<file path="config.mk">
export PLATFORM = sky130hd
export DESIGN_NAME = espc_serial_ctrl
export DESIGN_NICKNAME = d
export VERILOG_FILES = /design/src/rtl/espc_serial_ctrl.v
export VERILOG_INCLUDE_DIRS = /design/src /design/src/rtl
export SDC_FILE = /design/constraint.sdc
export NUM_CORES = 1
export LEC_CHECK = 0
export BUFFER_PORTS_ARGS = -buffer_cell sky130_fd_sc_hd__buf_2
export CAP_MARGIN = 20
export CORE_ASPECT_RATIO = 1.4
export CORE_MARGIN = 10
export CORE_UTILIZATION = 30
export CTS_CLUSTER_DIAMETER = 60
export DETAILED_ROUTE_END_ITERATION = 10
export GPL_ROUTABILITY_DRIVEN = 0
export MAX_ROUTING_LAYER = met4
export SLEW_MARGIN = 30
export SYNTH_ARGS = -nofsm -noshare
export SYNTH_HDL_FRONTEND = slang
export SYNTH_SLANG_ARGS = --single-unit
</file>
<file path="constraint.sdc">
create_clock -name clk -period 2.2 [get_ports clk]
set_clock_uncertainty 0.1 [all_clocks]
set_input_delay 0.33 -clock clk [delete_from_list [all_inputs] [get_ports clk]]
set_output_delay 0.33 -clock clk [all_outputs]
set_load 0.01 [all_outputs]
</file>
<file path="src/rtl/espc_defs.vh">
`ifndef ESPC_DEFS_VH
`define ESPC_DEFS_VH
`define ESPC_OFF_CTRL_B 5'h00
`define ESPC_OFF_HOLD_0 5'h04
`define ESPC_OFF_HOLD_1 5'h08
`define ESPC_OFF_HOLD_2 5'h0C
`define ESPC_OFF_SLOT_SKIP 5'h10
`define ESPC_OFF_RX_DATA 5'h14
`define ESPC_OFF_STATUS 5'h18
`define ESPC_OFF_SOFT_RESET 5'h1C
`define ESPC_BIT_RX_ON 17
`define ESPC_BIT_TX0_ON 16
`define ESPC_BIT_TX1_ON 15
`define ESPC_BIT_TX2_ON 14
`define ESPC_BIT_NETWORK 13
`define ESPC_BIT_SHARED 12
`define ESPC_BIT_EDGE 11
`define ESPC_BIT_FSPOL 10
`define ESPC_BIT_FLAG_0 0
`define ESPC_BIT_FLAG_1 1
`define ESPC_CTRL_B_RESET 24'h000000
`define ESPC_CTRL_B_W 24
`define ESPC_ST_TX_EMPTY 0
`define ESPC_ST_RX_FULL 1
`define ESPC_WORD_LEN 8
`define ESPC_FRAME_SLOTS 4
`endif

</file>
<file path="src/rtl/espc_serial_ctrl.v">
// Behaviour
// - receive enable clear blocks new words; a word in progress still lands in receive data
// - receive only while receive enable is set, normal or network
// - network: receive enable toggled off disables receiver until the slot after next frame start
// - frame sync generation ignores receive enable
// - tx0 enable loads shift register 0, sync or async; active for frame on sync
// - tx0 disabled: finish current word, then data pin released, holding data dropped
// - holding write while disabled clears empty flag but never reaches shifter
// - tx1 enable works only with shared timing; active for frame on sync
// - tx1 clear at frame start: aux pin 0 becomes output flag for that frame
// - tx2 enable works only with shared timing; active for frame on sync
// - tx2 clear at frame start: aux pin 1 becomes output flag for that frame
// - frame sync runs regardless of transmitter enables; flags regardless of tx0 enable
// - network select bit: 0 normal, 1 network framing
// - normal: one word per frame in first slot; network: word every slot
// - shared timing clear: separate rx clock and sync; set: common ones
// - several transmitters only with shared timing; async runs tx0 alone
// - edge select 0: drive on rising, sample on falling; 1 the reverse
// - frame pulse polarity 0: start on rising sync; 1 on falling sync
// - control register b cleared by hardware reset and soft reset command
// - writing all enabled holding registers or slot skip clears empty flag
//
// The placing of the registers and the Avalon-MM slave port are this design's own decisions.
`timescale 1ns/10ps
`include "espc_defs.vh"
module espc_serial_ctrl (
	input wire clk,
	input wire rstn,
	input wire [4:0] avs_address,
	input wire avs_read,
	input wire avs_write,
	input wire [31:0] avs_writedata,
	input wire [3:0] avs_byteenable,
	output reg [31:0] avs_readdata,
	output reg avs_waitrequest,
	input wire tx_bit_clk,
	input wire rx_bit_clk,
	input wire rx_frame_pin,
	input wire serial_rx_pin,
	output reg frame_pulse_out,
	output reg serial_tx_pin_o,
	output reg serial_tx_pin_oe,
	output reg aux_pin_0_o,
	output reg aux_pin_0_oe,
	output reg aux_pin_1_o,
	output reg aux_pin_1_oe
);
	localparam W = `ESPC_WORD_LEN;
	localparam integer POS_LAST_I = W - 1;
	localparam integer SLOT_LAST_I = `ESPC_FRAME_SLOTS - 1;
	// counters are sized for the fixed word and frame lengths only
	localparam [2:0] POS_LAST = POS_LAST_I[2:0];
	localparam [1:0] SLOT_LAST = SLOT_LAST_I[1:0];

	reg soft_rst;
	wire rst = ~rstn | soft_rst;
	reg [`ESPC_CTRL_B_W-1:0] serial_ctrl_b;
	wire rx_on = serial_ctrl_b[`ESPC_BIT_RX_ON];
	wire network_select = serial_ctrl_b[`ESPC_BIT_NETWORK];
	wire shared_timing_select = serial_ctrl_b[`ESPC_BIT_SHARED];
	wire bit_clock_edge_select = serial_ctrl_b[`ESPC_BIT_EDGE];
	wire frame_pulse_polarity = serial_ctrl_b[`ESPC_BIT_FSPOL];
	wire [2:0] tx_on = {serial_ctrl_b[`ESPC_BIT_TX2_ON], serial_ctrl_b[`ESPC_BIT_TX1_ON],
		serial_ctrl_b[`ESPC_BIT_TX0_ON]};
	wire [2:0] flag_bits = {serial_ctrl_b[`ESPC_BIT_FLAG_1], serial_ctrl_b[`ESPC_BIT_FLAG_0], 1'b0};
	// tx1 and tx2 are dead without shared timing
	wire [2:0] tx_en = {tx_on[2] & shared_timing_select, tx_on[1] & shared_timing_select, tx_on[0]};

	// pins: two flops, then a third stage used only for edge finding
	reg [3:0] pin_s1;
	reg [3:0] pin_s2;
	reg [3:0] pin_s3;
	always @(posedge clk) begin
		if (!rstn) begin
			pin_s1 <= 4'h0;
			pin_s2 <= 4'h0;
			pin_s3 <= 4'h0;
		end else begin
			pin_s1 <= {serial_rx_pin, rx_frame_pin, rx_bit_clk, tx_bit_clk};
			pin_s2 <= pin_s1;
			pin_s3 <= pin_s2;
		end
	end
	wire tx_rise = pin_s2[0] & ~pin_s3[0];
	wire tx_fall = ~pin_s2[0] & pin_s3[0];
	wire rx_clk_l = shared_timing_select ? pin_s2[0] : pin_s2[1];
	wire rx_clk_p = shared_timing_select ? pin_s3[0] : pin_s3[1];
	wire drive_edge = bit_clock_edge_select ? tx_fall : tx_rise;
	wire sample_edge = bit_clock_edge_select ? (rx_clk_l & ~rx_clk_p) : (~rx_clk_l & rx_clk_p);

	// bus decode; the access lands on the edge where waitrequest is seen low
	wire acc = ~avs_waitrequest;
	wire do_wr = acc & avs_write;
	wire do_rd = acc & avs_read;
	wire [2:0] hold_wr;
	assign hold_wr[0] = do_wr & (avs_address == `ESPC_OFF_HOLD_0) & avs_byteenable[0];
	assign hold_wr[1] = do_wr & (avs_address == `ESPC_OFF_HOLD_1) & avs_byteenable[0];
	assign hold_wr[2] = do_wr & (avs_address == `ESPC_OFF_HOLD_2) & avs_byteenable[0];
	wire skip_wr = do_wr & (avs_address == `ESPC_OFF_SLOT_SKIP);
	wire rxd_rd = do_rd & (avs_address == `ESPC_OFF_RX_DATA);

	reg tx_empty_flag;
	reg rx_full;
	reg [W-1:0] rx_data;
	reg [W-1:0] next_readdata_lo;
	reg [31:0] next_readdata;
	always @* begin
		next_readdata_lo = {W{1'b0}};
		next_readdata = 32'h00000000;
		case (avs_address)
			`ESPC_OFF_CTRL_B: next_readdata = {8'h00, serial_ctrl_b};
			`ESPC_OFF_RX_DATA: next_readdata = {24'h000000, rx_data};
			`ESPC_OFF_STATUS: next_readdata = {30'h00000000, rx_full, tx_empty_flag};
			default: next_readdata = {24'h000000, next_readdata_lo};
		endcase
	end

	// one wait state per access, then released for a cycle
	always @(posedge clk) begin
		if (!rstn) begin
			avs_waitrequest <= 1'b1;
			avs_readdata <= 32'h00000000;
		end else begin
			if ((avs_read | avs_write) & avs_waitrequest) begin
				avs_waitrequest <= 1'b0;
				avs_readdata <= next_readdata;
			end else begin
				avs_waitrequest <= 1'b1;
			end
		end
	end

	// soft reset lasts one cycle and clears everything but the bus slave and the pin synchronizer flops
	always @(posedge clk) begin
		if (!rstn)
			soft_rst <= 1'b0;
		else
			soft_rst <= do_wr & (avs_address == `ESPC_OFF_SOFT_RESET) & avs_writedata[0];
	end

	always @(posedge clk) begin
		if (rst) begin
			serial_ctrl_b <= `ESPC_CTRL_B_RESET;
		end else if (do_wr && avs_address == `ESPC_OFF_CTRL_B) begin
			if (avs_byteenable[0])
				serial_ctrl_b[7:0] <= avs_writedata[7:0];
			if (avs_byteenable[1])
				serial_ctrl_b[15:8] <= avs_writedata[15:8];
			if (avs_byteenable[2])
				serial_ctrl_b[23:16] <= avs_writedata[23:16];
		end
	end

	// frame timing runs off the tx bit clock whatever the enables say
	reg [2:0] tx_pos;
	reg [1:0] tx_slot;
	reg fs_int;
	reg skip_pending;
	wire boundary = drive_edge & (tx_pos == POS_LAST);
	wire [1:0] next_slot = (tx_slot == SLOT_LAST) ? 2'h0 : tx_slot + 2'h1;
	wire frame_start = boundary & (next_slot == 2'h0);
	always @(posedge clk) begin
		if (rst) begin
			tx_pos <= POS_LAST;
			tx_slot <= SLOT_LAST;
			fs_int <= 1'b0;
			frame_pulse_out <= 1'b0;
			skip_pending <= 1'b0;
		end else begin
			if (drive_edge) begin
				tx_pos <= (tx_pos == POS_LAST) ? 3'h0 : tx_pos + 3'h1;
				fs_int <= frame_start;
				frame_pulse_out <= frame_start ^ frame_pulse_polarity;
			end
			if (boundary)
				tx_slot <= next_slot;
			if (skip_wr)
				skip_pending <= 1'b1;
			else if (boundary)
				skip_pending <= 1'b0;
		end
	end

	// per transmitter: holding, shifter, frame activity, flag mode
	wire [2:0] pin_o;
	wire [2:0] pin_oe;
	wire [2:0] moved;
	genvar gi;
	generate
		for (gi = 0; gi < 3; gi = gi + 1) begin : g_tx
			reg [W-1:0] hold;
			reg full;
			reg [W-1:0] shifter;
			reg active;
			reg flag_mode;
			reg o_r;
			reg oe_r;
			wire act_n = frame_start ? tx_en[gi] : (active & tx_en[gi]);
			wire xfer = act_n & (network_select | frame_start) & ~skip_pending;
			wire flag_n = frame_start ? ~tx_on[gi] : flag_mode;
			assign moved[gi] = boundary & xfer & full;
			// one process per pin bit; the vectors only gather them
			assign pin_o[gi] = o_r;
			assign pin_oe[gi] = oe_r;
			always @(posedge clk) begin
				if (rst) begin
					hold <= {W{1'b0}};
					full <= 1'b0;
					shifter <= {W{1'b0}};
					active <= 1'b0;
					flag_mode <= 1'b0;
					o_r <= 1'b0;
					oe_r <= 1'b0;
				end else begin
					if (boundary) begin
						active <= act_n;
						flag_mode <= flag_n;
						if (xfer) begin
							// underrun sends zeros, never stale holding bits
							shifter <= full ? {hold[W-2:0], 1'b0} : {W{1'b0}};
							o_r <= full & hold[W-1];
							oe_r <= 1'b1;
							full <= 1'b0;
						end else if (gi != 0 && flag_n) begin
							o_r <= flag_bits[gi];
							oe_r <= 1'b1;
						end else begin
							oe_r <= 1'b0;
						end
					end else if (drive_edge) begin
						o_r <= oe_r & active ? shifter[W-1] : o_r;
						shifter <= {shifter[W-2:0], 1'b0};
					end
					// disabled: pending holding data is dropped, never shifted
					if (!tx_en[gi])
						full <= 1'b0;
					if (hold_wr[gi]) begin
						hold <= avs_writedata[W-1:0];
						full <= tx_en[gi];
					end
				end
			end
		end
	endgenerate

	always @(posedge clk) begin
		if (rst) begin
			serial_tx_pin_o <= 1'b0;
			serial_tx_pin_oe <= 1'b0;
			aux_pin_0_o <= 1'b0;
			aux_pin_0_oe <= 1'b0;
			aux_pin_1_o <= 1'b0;
			aux_pin_1_oe <= 1'b0;
		end else begin
			serial_tx_pin_o <= pin_o[0];
			serial_tx_pin_oe <= pin_oe[0];
			aux_pin_0_o <= pin_o[1];
			aux_pin_0_oe <= pin_oe[1];
			aux_pin_1_o <= pin_o[2];
			aux_pin_1_oe <= pin_oe[2];
		end
	end

	// empty flag: a move sets it and wins over a clearing write
	reg [2:0] wr_mask;
	wire [2:0] mask_n = wr_mask | hold_wr;
	wire empty_clr = skip_wr | (|(hold_wr & ~tx_en)) | ((|hold_wr) & ((mask_n & tx_en) == tx_en));
	always @(posedge clk) begin
		if (rst) begin
			tx_empty_flag <= 1'b1;
			wr_mask <= 3'h0;
		end else if (|moved) begin
			tx_empty_flag <= 1'b1;
			wr_mask <= 3'h0;
		end else if (empty_clr) begin
			tx_empty_flag <= 1'b0;
			wr_mask <= 3'h0;
		end else begin
			wr_mask <= mask_n;
		end
	end

	// receiver
	reg [2:0] rx_pos;
	reg [1:0] rx_slot;
	reg rx_busy;
	reg rx_hold_off;
	reg rx_on_prev;
	reg fs_prev;
	reg [W-1:0] rx_sh;
	wire rx_bit = pin_s2[3];
	wire fs_ext = frame_pulse_polarity ? ~pin_s2[2] : pin_s2[2];
	wire fs_now = shared_timing_select ? fs_int : fs_ext;
	wire rx_fstart = fs_now & ~fs_prev;
	wire rx_allow = rx_on & ~rx_hold_off;
	always @(posedge clk) begin
		if (rst) begin
			rx_pos <= 3'h0;
			rx_slot <= 2'h0;
			rx_busy <= 1'b0;
			rx_hold_off <= 1'b0;
			rx_on_prev <= 1'b0;
			fs_prev <= 1'b0;
			rx_sh <= {W{1'b0}};
			rx_data <= {W{1'b0}};
			rx_full <= 1'b0;
		end else begin
			rx_on_prev <= rx_on;
			if (rxd_rd)
				rx_full <= 1'b0;
			if (network_select && rx_on_prev && !rx_on)
				rx_hold_off <= 1'b1;
			if (sample_edge) begin
				fs_prev <= fs_now;
				if (rx_fstart) begin
					rx_hold_off <= 1'b0;
					rx_pos <= 3'h1;
					rx_slot <= 2'h0;
					rx_busy <= rx_allow;
					rx_sh <= {{(W-1){1'b0}}, rx_bit};
				end else if (rx_pos == 3'h0) begin
					// later slots only in network framing, and only inside the frame
					rx_busy <= rx_allow & network_select & (rx_slot != 2'h0);
					rx_pos <= 3'h1;
					rx_sh <= {{(W-1){1'b0}}, rx_bit};
				end else begin
					rx_sh <= {rx_sh[W-2:0], rx_bit};
					if (rx_pos == POS_LAST) begin
						rx_pos <= 3'h0;
						rx_slot <= rx_slot + 2'h1;
						if (rx_busy) begin
							rx_data <= {rx_sh[W-2:0], rx_bit};
							rx_full <= 1'b1;
						end
						rx_busy <= 1'b0;
					end else begin
						rx_pos <= rx_pos + 3'h1;
					end
				end
			end
		end
	end
endmodule

</file>
==> flow_metrics.py, run 1 <==
metrics = {
    "global_routing": {
        "met1_usage": 0.141,
        "grt_use_total": 0.129,
        "top_usage_layer": "met2",
        "grt_pass1_vias": 5654,
        "grt_pass1_wl_um": 29700,
        "antenna_found_initial": 0,
        "grt_max_degree": 90,
        "grt_use_met3": 0.0272,
        "use_met2": 0.222,
        "grt.overflow.total": 0,
    },
    "worst_hold_path": {
        "holdCritStartpoint": "avs_writedata[23]",
        "whs_endpoint": "serial_ctrl_b[23]",
        "min_path_cells": 3,
        "min_path_type": "input port to flip-flop",
    },
    "sta": {
        "hold_viol_final": 0,
        "fin_crit_ps": 2040,
        "setup_viol": 0,
        "setup_tns_ps": 0,
        "relSlewSlack": 0.559,
        "max_freq_mhz": 490,
        "tightestPinTransition_ps": 652,
        "slew_violations": 0,
        "post-route-period-util": 0.928,
        "whs_ps": 30.2,
        "rsz0062_at_grt": "no",
    },
    "route": {
        "viasPerCell": 4.90,
        "wl_per_cell_um": 15.9,
        "drtIter0Drc": 296,
        "drtPass1Iterations": 5,
        "drcViolationCount": 0,
        "vias": 5618,
        "ant_nets": 0,
        "drt_wl_total_um": 18300,
    },
    "synth": {
        "yosysTopAreaCell": "dfxtp_1",
        "synth_xor_area_frac": 0.00386,
        "synth-compound-area-share": 0.165,
        "avgSynthCellArea_sq_um": 9.15,
        "synth_top_flop_cell": "dfxtp_1",
        "syn_inst": 744,
        "synth_seq_area_share": 0.476,
        "muxShareOfSynthArea": 0.0961,
        "yosys.area_share.adder": 0.0129,
        "yosys-top-cells-area": "dfxtp_1 48%, mux2i_1 9.1%, nand2_1 5.0%",
        "yosys_warnings": 0,
        "synth_edf_count": 0,
        "yosys.area_share.simple": 0.195,
        "syn_area_sq_mm": 0.00681,
        "synth_cell_types": 66,
        "synth_top_area_share": 0.476,
        "synth_seq_cells": 162,
        "async_flop_share": 0,
        "synth_top_family_by_area": "simple AND/OR/NAND/NOR gates",
    },
    "power": {
        "p_per_area_mw_per_mm2": 772,
        "p_leak_uw": 0.00338,
        "peakVddDrop_v": 0.000522,
    },
    "cts": {
        "cts_buffers": 17,
        "root_buffer": "clkbuf_16",
        "clk_pin_slew_ps": 70,
        "clock-sinks": 162,
        "clk_latency_ps": 430,
        "htree_levels": 4,
        "cts_tree": "yes",
        "cts_buffer_depth": 2,
        "post_cts_buffers": 0,
    },
    "critical_path": {
        "crit_required_ps": 2430,
        "timing.rr.start": "tx_pos[0]",
        "critical_path_class": "flip-flop to flip-flop",
        "critPathLaunchType": "flip-flop",
        "r2r_cells": 7,
        "r2r_end": "g_tx[2].o_r",
        "reg2reg_setup_slack_ps": 160,
        "critPathMaxFanout": 26,
        "arrival_ps": 2270,
        "endpoint_kind": "flip-flop",
    },
    "floorplanning": {
        "rows": 65,
        "coreArea_sq_mm": 0.0224,
        "die_w_um": 147,
        "dieArea_sq_mm": 0.0292,
        "start_util": 0.303,
        "pin_count": 89,
        "dieHeight_um": 198,
    },
    "place": {
        "place_hpwl_um": 13400,
        "numPortBuffers": 71,
    },
    "finish": {
        "diodes": 0,
        "layout.nets": 888,
        "synthToLayoutAreaGrowth_pct": 22.5,
        "final_core_util": 0.372,
        "drive_above_1_share": 0.193,
    },
    "run": {
        "cap_violations": 0,
    },
    "outcome": {
        "status": "finished, final reports clean",
    },
}
## worst max path at each step
stage,startpoint,to,slack [ps],cells after the start
after floorplan,avs_waitrequest,wr_mask[1],190,4
after global placement,avs_address[1],wr_mask[1],90,4
after detailed placement,avs_address[1],wr_mask[1],70,4
after CTS,tx_pos[0],g_tx[0].shifter[2],110,8
after global routing,tx_pos[0],g_tx[0].shifter[6],8,8
final,tx_pos[0],g_tx[2].o_r,160,7
## cells in the final DEF (no fill, tap or decap), drive strengths merged, types with 3 or more instances in the layout
| cell type | netlist | routed |
|---|---|---|
| a211o | 3 | 3 |
| a211oi | 6 | 6 |
| a21boi | 10 | 10 |
| a21o | 4 | 4 |
| a21oi | 35 | 35 |
| a221oi | 3 | 3 |
| a22o | 18 | 18 |
| a311oi | 20 | 20 |
| a31oi | 5 | 5 |
| and2 | 27 | 27 |
| and3 | 3 | 3 |
| buf | 21 | 116 |
| clkbuf | 36 | 17 |
| clkinv | 0 | 4 |
| conb | 1 | 8 |
| dfxtp | 162 | 162 |
| dlygate4sd3 | 0 | 3 |
| ha | 7 | 7 |
| inv | 21 | 31 |
| mux2i | 62 | 62 |
| nand2 | 90 | 90 |
| nand2b | 7 | 7 |
| nand3 | 34 | 34 |
| nand4 | 6 | 6 |
| nor2 | 64 | 64 |
| nor2b | 11 | 11 |
| nor3 | 4 | 4 |
| nor3b | 4 | 4 |
| nor4 | 5 | 5 |
| o21a | 4 | 4 |
| o21ai | 17 | 17 |
| o22ai | 9 | 9 |
| o31ai | 7 | 7 |
| o32ai | 3 | 3 |
| or3 | 3 | 3 |
## critical path: stages (launching register included)
cell      delay (ps)
dfxtp_1          320
ha_1             200
ha_1             200
and4b_1          230
nor2_1           270
buf_12           220
a211oi_1          60
o41ai_1          330
## metrics by stage
step                std cells  setup slack (ps)  power [uW]  area (sq um)
finish                   1146               159        6440          8340
global route             1146              8.48        6690          8340
CTS                      1146               110        6530          8330
detailed placement       1111              69.8        3480          7690
global placement         1111              89.3        3470          7690
floorplan                 751               186        3310          6840
## sequential cells by signal (all words and copies together) (netlist names), 2 cells and up
register,flops
avs_readdata,24
g_tx.active,3
g_tx.flag_mode,2
g_tx.full,3
g_tx.hold,24
g_tx.o_r,3
g_tx.oe_r,3
g_tx.shifter,21
pin_s1,4
pin_s2,4
pin_s3,2
rx_data,8
rx_pos,3
rx_sh,7
rx_slot,2
serial_ctrl_b,24
tx_pos,3
tx_slot,2
wr_mask,3
## cells in the mapped netlist (2+ instances only)
master,number
a211o_1,3
a211oi_1,6
a21boi_0,10
a21o_1,4
a21oi_1,35
a221oi_1,3
a22o_1,18
a311oi_1,20
a31oi_1,5
and2_1,27
and3_1,3
buf_1,4
buf_2,8
buf_4,8
clkbuf_1,36
dfxtp_1,162
ha_1,7
inv_1,20
mux2i_1,62
nand2_1,90
nand2b_1,7
nand3_1,34
nand4_1,6
nand4b_1,2
nor2_1,64
nor2b_1,11
nor3_1,4
nor3b_1,4
nor4_1,5
nor4bb_1,2
o21a_1,4
o21ai_0,16
o22ai_1,9
o31ai_1,7
o32ai_1,3
or2_2,2
or3_1,3
xnor2_1,2
## kinds of logic (layout without fill, tap and decap cells)
family,Yosys count,after routing
simple gates,273,273
flops,162,162
compound gates,156,156
buf+inv,78,172
mux,64,64
fa+ha+maj,7,7
xor+xnor,3,3
other cells,1,8
## layer usage
metal / share of wire / up-vias / wire length [um]
met4: 0.025 / 0 / 448
met2: 0.51 / 140 / 9320
met1: 0.43 / 2642 / 7850
met5: 0 / - / 0
met3: 0.035 / 25 / 642
li1: - / 2811 / -
## timing repair
| action | CTS | global route |
|---|---|---|
| hold buffers | 3 | 0 |
| resized for setup | 0 | 3 |
| endpoints found under the hold margin | 3 | 0 |
| setup endpoints to repair | 0 | 10 |
## final cells by class
type / instances / area (sq um)
Clock buffer: 17 / 425
Clock inverter: 15 / 185
Fill cell: 2366 / 14100
Inverter: 21 / 78.8
Multi-Input combinational cell: 511 / 3270
Sequential cell: 162 / 3240
Tap cell: 301 / 377
Timing Repair Buffer: 119 / 768
## power breakdown
part | internal [uW] | switching, uW
logic | 156 | 264
clock network | 1640 | 1390
registers | 2970 | 23.7
Note: power is estimated with default switching activity, not from simulation.
==> inputs of run 2 (changes only) <==
==> constraint.sdc (replaced) <==
create_clock -name clk -period 2 [get_ports clk]
set_clock_uncertainty 0.1 [all_clocks]
set_input_delay 0.3 -clock clk [delete_from_list [all_inputs] [get_ports clk]]
set_output_delay 0.3 -clock clk [all_outputs]
set_load 0.01 [all_outputs]
==> run 2 against run 1 <==
Effect of this change:
- register-to-register slack worse by 70 ps
- non-clock buffer count up 39
- count of clock-buffer cells in the layout up 1
==> flow_metrics.py, run 2 (same netlist as run 1, synthesis figures left out) <==
metrics = {
    "outcome": {
        "status": "finished, final reports clean",
    },
    "global_routing": {
        "use_met2": 0.226,
        "met1_usage": 0.146,
        "grt_max_degree": 90,
        "grt_pass1_wl_um": 30500,
        "top_usage_layer": "met2",
        "antenna_found_initial": 1,
        "grt_use_total": 0.133,
        "grt.overflow.total": 0,
        "grt_use_met3": 0.0324,
        "grt_pass1_vias": 5873,
    },
    "critical_path": {
        "arrival_ps": 2150,
        "critPathMaxFanout": 19,
        "endpoint": "g_tx[2].shifter[7]",
        "slowest_delay_ps": 320,
        "endpoint_kind": "flip-flop",
        "path_delay_family": "simple AND/OR/NAND/NOR gates",
        "r2r_end": "g_tx[2].shifter[7]",
        "crit_slowest_cell": "dfxtp_2",
        "path_depth": 8,
        "timing.rr.start": "tx_pos[1]",
        "critical_path_class": "flip-flop to flip-flop",
        "path_buf_inv": 2,
        "crit_start": "tx_pos[1]",
        "critPathLaunchType": "flip-flop",
        "reg2reg_setup_slack_ps": 90,
        "crit_required_ps": 2240,
        "path_cells": "ha_2 -> ha_4 -> and4b_1 -> nor2_1 -> buf_6 -> buf_12 -> nand2_1 -> a311oi_1",
        "r2r_cells": 8,
    },
    "floorplanning": {
        "pin_count": 89,
        "rows": 65,
        "die_w_um": 147,
        "dieHeight_um": 198,
        "coreArea_sq_mm": 0.0224,
        "start_util": 0.303,
        "dieArea_sq_mm": 0.0292,
    },
    "sta": {
        "hold_viol_final": 0,
        "slew_violations": 0,
        "setup_tns_ps": 0,
        "post-route-period-util": 0.953,
        "max_freq_mhz": 524,
        "setup_viol": 0,
        "fin_crit_ps": 1910,
    },
    "finish": {
        "layout.nets": 927,
        "fin_area_sq_mm": 0.00890,
        "multi_input_area_sq_mm": 0.00338,
        "mostFrequentLayoutCells": "158 x dfxtp_1, 89 x nand2_1, 71 x buf_2, 64 x nor2_1",
        "regArea_sq_mm": 0.00325,
        "fillers": 2292,
        "final_common_cell": "dfxtp_1",
        "drive_above_1_share": 0.240,
        "synthToLayoutAreaGrowth_pct": 30.7,
        "reg_top3": "avs_readdata: 24 flops, g_tx.hold: 24 flops, serial_ctrl_b: 24 flops",
    },
    "cts": {
        "clock-sinks": 162,
        "clk_latency_ps": 430,
        "root_buffer": "clkbuf_16",
        "htree_levels": 4,
        "clk_pin_slew_ps": 70,
        "cts_tree": "yes",
        "cts_buffers": 17,
        "cts_buffer_depth": 2,
    },
    "route": {
        "drt_wl_total_um": 19200,
        "drtPass1Iterations": 4,
        "wl_per_cell_um": 16.2,
        "drtIter0Drc": 241,
        "vias": 5812,
        "drcViolationCount": 0,
        "viasPerCell": 4.90,
        "ant_nets": 0,
    },
    "place": {
        "place_hpwl_um": 13600,
        "place_area_sq_mm": 0.00794,
        "numPortBuffers": 71,
    },
    "power": {
        "p_total_uw": 7330,
        "p_per_area_mw_per_mm2": 824,
        "p_leak_uw": 0.00360,
        "peakVddDrop_v": 0.000499,
    },
    "worst_hold_path": {
        "min_path_type": "input port to flip-flop",
    },
    "run": {
        "cap_violations": 0,
    },
}
-- run 2: changes by cell type in the layout (fill, tap and decap cells not counted), moves of 3 or more --
cell,before,now
inv_8,7,2
dfxtp_1,162,158
buf_4,41,62
inv_6,3,6
a311oi_2,0,6
dfxtp_2,0,3
ha_1,7,4
dlygate4sd3_1,3,13
a311oi_1,20,14
buf_12,3,8
-- run 2: metrics by stage --
stage                      util  hold slack, ps  setup slack, ps  instances
after floorplan               -             304             16.4        751
final                     0.396            6.76             93.3       1186
after CTS                 0.388            1.19             6.12       1181
after global placement    0.354             314            -16.4       1136
after detailed placement  0.354             317            -92.8       1136
after global routing      0.396            7.68            -9.65       1186
-- run 2: worst register-to-register path: cells and delay by family (launching register included) --
family,cells,cell delay (ps)
buffers and inverters,2,330
flip-flops,1,320
AO/OA/AOI/OAI,1,270
AND/OR/NAND/NOR,3,450
adder cells (fa/ha/maj),2,360
-- run 2: per-layer routing --
layer,vias up,part of all wire,wire length (um)
met5,-,0,0
li1,2884,-,-
met3,33,0.043,815
met1,2756,0.41,7920
met4,0,0.024,454
met2,139,0.52,9990
-- run 2: layout make-up --
| cell class | instances | share of cell area |
|---|---|---|
| multi-input cells | 511 | 0.380 |
| flip-flops and latches | 162 | 0.365 |
| repair buffers | 158 | 0.133 |
| clock buffers | 18 | 0.0493 |
| well taps | 301 | 0.0423 |
| clock inverters | 14 | 0.0212 |
| inverters | 21 | 0.00886 |
| diodes | 1 | 0.000281 |
-- run 2: worst min path at each step --
stage	from	end	slack, ps	depth (start not counted)
floorplan	g_tx[1].o_r	aux_pin_0_o	300	2
global placement	pin_s1[2]	pin_s2[2]	310	1
detailed placement	pin_s1[3]	pin_s2[3]	320	1
CTS	avs_writedata[21]	serial_ctrl_b[21]	1	3
global route	avs_writedata[22]	serial_ctrl_b[22]	8	3
finish	avs_writedata[18]	serial_ctrl_b[18]	7	3
-- run 2: what timing repair did --
action	4_1_cts	5_1_grt
pin swaps	1	10
endpoints found under the setup margin	9	40
hold buffers	13	0
setup buffers	0	2
hold endpoints to repair	13	0
cloned	0	2
resized for setup	4	23
-- run 2: report_power, final --
group | internal [uW] | switching [uW]
logic | 234 | 317
clock network | 2040 | 1450
registers | 3270 | 27.7
==> inputs of run 3 (changes only) <==
--- a/config.mk
+++ b/config.mk
@@ -15,6 +15,7 @@
 export DETAILED_ROUTE_END_ITERATION = 10
 export GPL_ROUTABILITY_DRIVEN = 0
 export MAX_ROUTING_LAYER = met4
+export SETUP_SLACK_MARGIN = 0.15
 export SLEW_MARGIN = 30
 export SYNTH_ARGS = -nofsm -noshare
 export SYNTH_HDL_FRONTEND = slang
==> run 3 against run 2 <==
Effect of this change:
- clock power fell by 7.7%
- hold slack improved by 5.8 ps
- worst setup slack got worse by 33 ps
- design area grew 2.0%
- cell count up 0.67%
- count of clock-buffer cells in the layout is the same
- highest routed layer unchanged
- global-route usage up 0.26 points
- largest power group is now sequential cells
- first-iteration DRC count decreased by 20%
- wire length grew 1.0%
- combinational power rose by 3.6%
==> flow_metrics.py, run 3 (same netlist as run 1, synthesis figures left out) <==
metrics = {
    "cts": {
        "cts_buffers": 17,
        "cts_buffer_depth": 2,
        "root_buffer": "clkbuf_16",
        "cts_tree": "yes",
        "htree_levels": 4,
        "clock-sinks": 162,
        "clk_pin_slew_ps": 70,
        "clk_latency_ps": 430,
    },
    "sta": {
        "slew_violations": 0,
        "max_freq_mhz": 515,
        "relSlewSlack": 0.521,
        "fin_crit_ps": 1940,
        "setup_viol": 0,
        "rsz0062_at_grt": "yes",
        "tightestPinTransition_ps": 718,
        "post-route-period-util": 0.970,
        "hold_viol_final": 0,
        "whs_ps": 12.5,
    },
    "critical_path": {
        "path_delay_family": "simple AND/OR/NAND/NOR gates",
        "slowest_delay_ps": 490,
        "endpoint": "tx_empty_flag",
        "path_buf_inv": 3,
        "r2r_cells": 7,
        "endpoint_kind": "flip-flop",
        "critPathMaxFanout": 3,
        "path_depth": 7,
        "crit_required_ps": 2190,
        "timing.rr.start": "avs_waitrequest",
        "critPathLaunchType": "flip-flop",
        "path_cells": "or4b_4 -> buf_4 -> buf_4 -> nor2_1 -> nor4b_2 -> buf_4 -> o31ai_1",
        "arrival_ps": 2130,
        "crit_start": "avs_waitrequest",
        "critical_path_class": "flip-flop to flip-flop",
        "crit_slowest_cell": "or4b_4",
        "r2r_end": "tx_empty_flag",
        "crit_top_cell": "buf_4",
        "reg2reg_setup_slack_ps": 60,
    },
    "global_routing": {
        "grt_use_total": 0.135,
        "grt_pass1_vias": 5943,
        "grt_max_degree": 65,
        "grt_pass1_wl_um": 31000,
        "antenna_found_initial": 0,
        "grt.overflow.total": 0,
    },
    "power": {
        "share_comb_of_total_power": 0.081,
        "power_frac_seq": 0.465,
        "p_leak_uw": 0.00369,
        "internal_power_uw": 5310,
        "clock_power_share": 0.454,
        "p_per_area_mw_per_mm2": 780,
        "swShare": 0.251,
        "switching_power_uw": 1780,
        "peakVddDrop_v": 0.000570,
    },
    "place": {
        "dp.cells": 1134,
        "numPortBuffers": 71,
        "place_hpwl_um": 13700,
        "place_area_sq_mm": 0.00795,
    },
    "route": {
        "wl_per_cell_um": 16.2,
        "viasPerCell": 4.82,
        "drt_wl_total_um": 19400,
        "drtPass1Iterations": 4,
        "drcViolationCount": 0,
        "ant_nets": 0,
        "drtIter0Drc": 194,
        "vias": 5759,
    },
    "floorplanning": {
        "dieHeight_um": 198,
        "die_w_um": 147,
        "pin_count": 89,
        "start_util": 0.303,
        "dieArea_sq_mm": 0.0292,
        "rows": 65,
        "coreArea_sq_mm": 0.0224,
    },
    "finish": {
        "synthToLayoutAreaGrowth_pct": 33.3,
        "mostFrequentLayoutCells": "149 x dfxtp_1, 87 x nand2_1, 71 x buf_2, 65 x buf_4, 63 x nor2_1",
        "final_common_cell": "dfxtp_1",
        "reg_top3": "avs_readdata: 24 flops, g_tx.hold: 24 flops, serial_ctrl_b: 24 flops",
        "fin_cells": 1194,
        "fin_area_sq_mm": 0.00908,
        "drive_above_1_share": 0.277,
        "diodes": 0,
        "layout.nets": 936,
    },
    "run": {
        "cap_violations": 0,
    },
    "outcome": {
        "status": "finished, final reports clean",
    },
    "worst_hold_path": {
        "min_path_type": "input port to flip-flop",
    },
}
run 3: power groups by stage:
stage / logic, uW / registers (uW) / clock network, uW
floorplan: 282 / 3360 / 0
CTS: 545 / 3300 / 3290
finish: 571 / 3290 / 3220
global placement: 486 / 3370 / 0
global route: 624 / 3300 / 3410
detailed placement: 489 / 3370 / 0
run 3: layout make-up:
type	count	area, sq um
inverters	21	81.3
flip-flops and latches	162	3270
clock buffers	18	439
clock inverters	14	144
repair buffers	167	1310
fillers	2259	13400
multi-input cells	511	3460
well taps	301	377
run 3: through the flow:
step                      total power (uW)   util  setup WS, ps  TNS [ps]
after detailed placement              3860  0.354         -80.3      -676
final                                 7080  0.404          60.1         0
after CTS                             7130  0.394          81.4         0
after global routing                  7340  0.404          9.32         0
after global placement                3850  0.354         -54.5      -374
after floorplan                       3640      -          62.5         0
run 3: repair_timing:
| item | 4_1_cts | 5_1_grt |
|---|---|---|
| hold endpoints to repair | 9 | 0 |
| gates cloned | 2 | 2 |
| setup endpoints to repair | 48 | 64 |
| gates resized for setup | 28 | 47 |
| hold buffers | 9 | 0 |
| pin swaps | 20 | 14 |
| buffers inserted | 9 | 6 |
run 3: tightest hold or removal path: cells and delay by family:
| kind | cells | cell delay [ps] |
|---|---|---|
| buffers and inverters | 1 | 70 |
| and+or+nand+nor | 1 | 70 |
| muxes | 1 | 50 |
run 3: worst min-delay path by stage:
stage / slack (ps) / endpoint / depth (start not counted) / startpoint
final: 10 / serial_ctrl_b[14] / 3 / avs_writedata[14]
after global routing: 20 / serial_ctrl_b[22] / 3 / avs_writedata[22]
after CTS: 0.4 / serial_ctrl_b[19] / 3 / avs_writedata[19]
after detailed placement: 320 / pin_s2[1] / 1 / pin_s1[1]
after global placement: 310 / pin_s2[1] / 1 / pin_s1[1]
after floorplan: 300 / aux_pin_0_o / 2 / g_tx[1].o_r
run 3: routing by layer:
layer / routed length, um / global-route usage / up-vias
met1: 7920 / 0.143 / 2709
met5: 0 / - / -
met3: 662 / 0.0260 / 22
met4: 544 / 0.0600 / 0
li1: - / - / 2902
met2: 10200 / 0.240 / 126
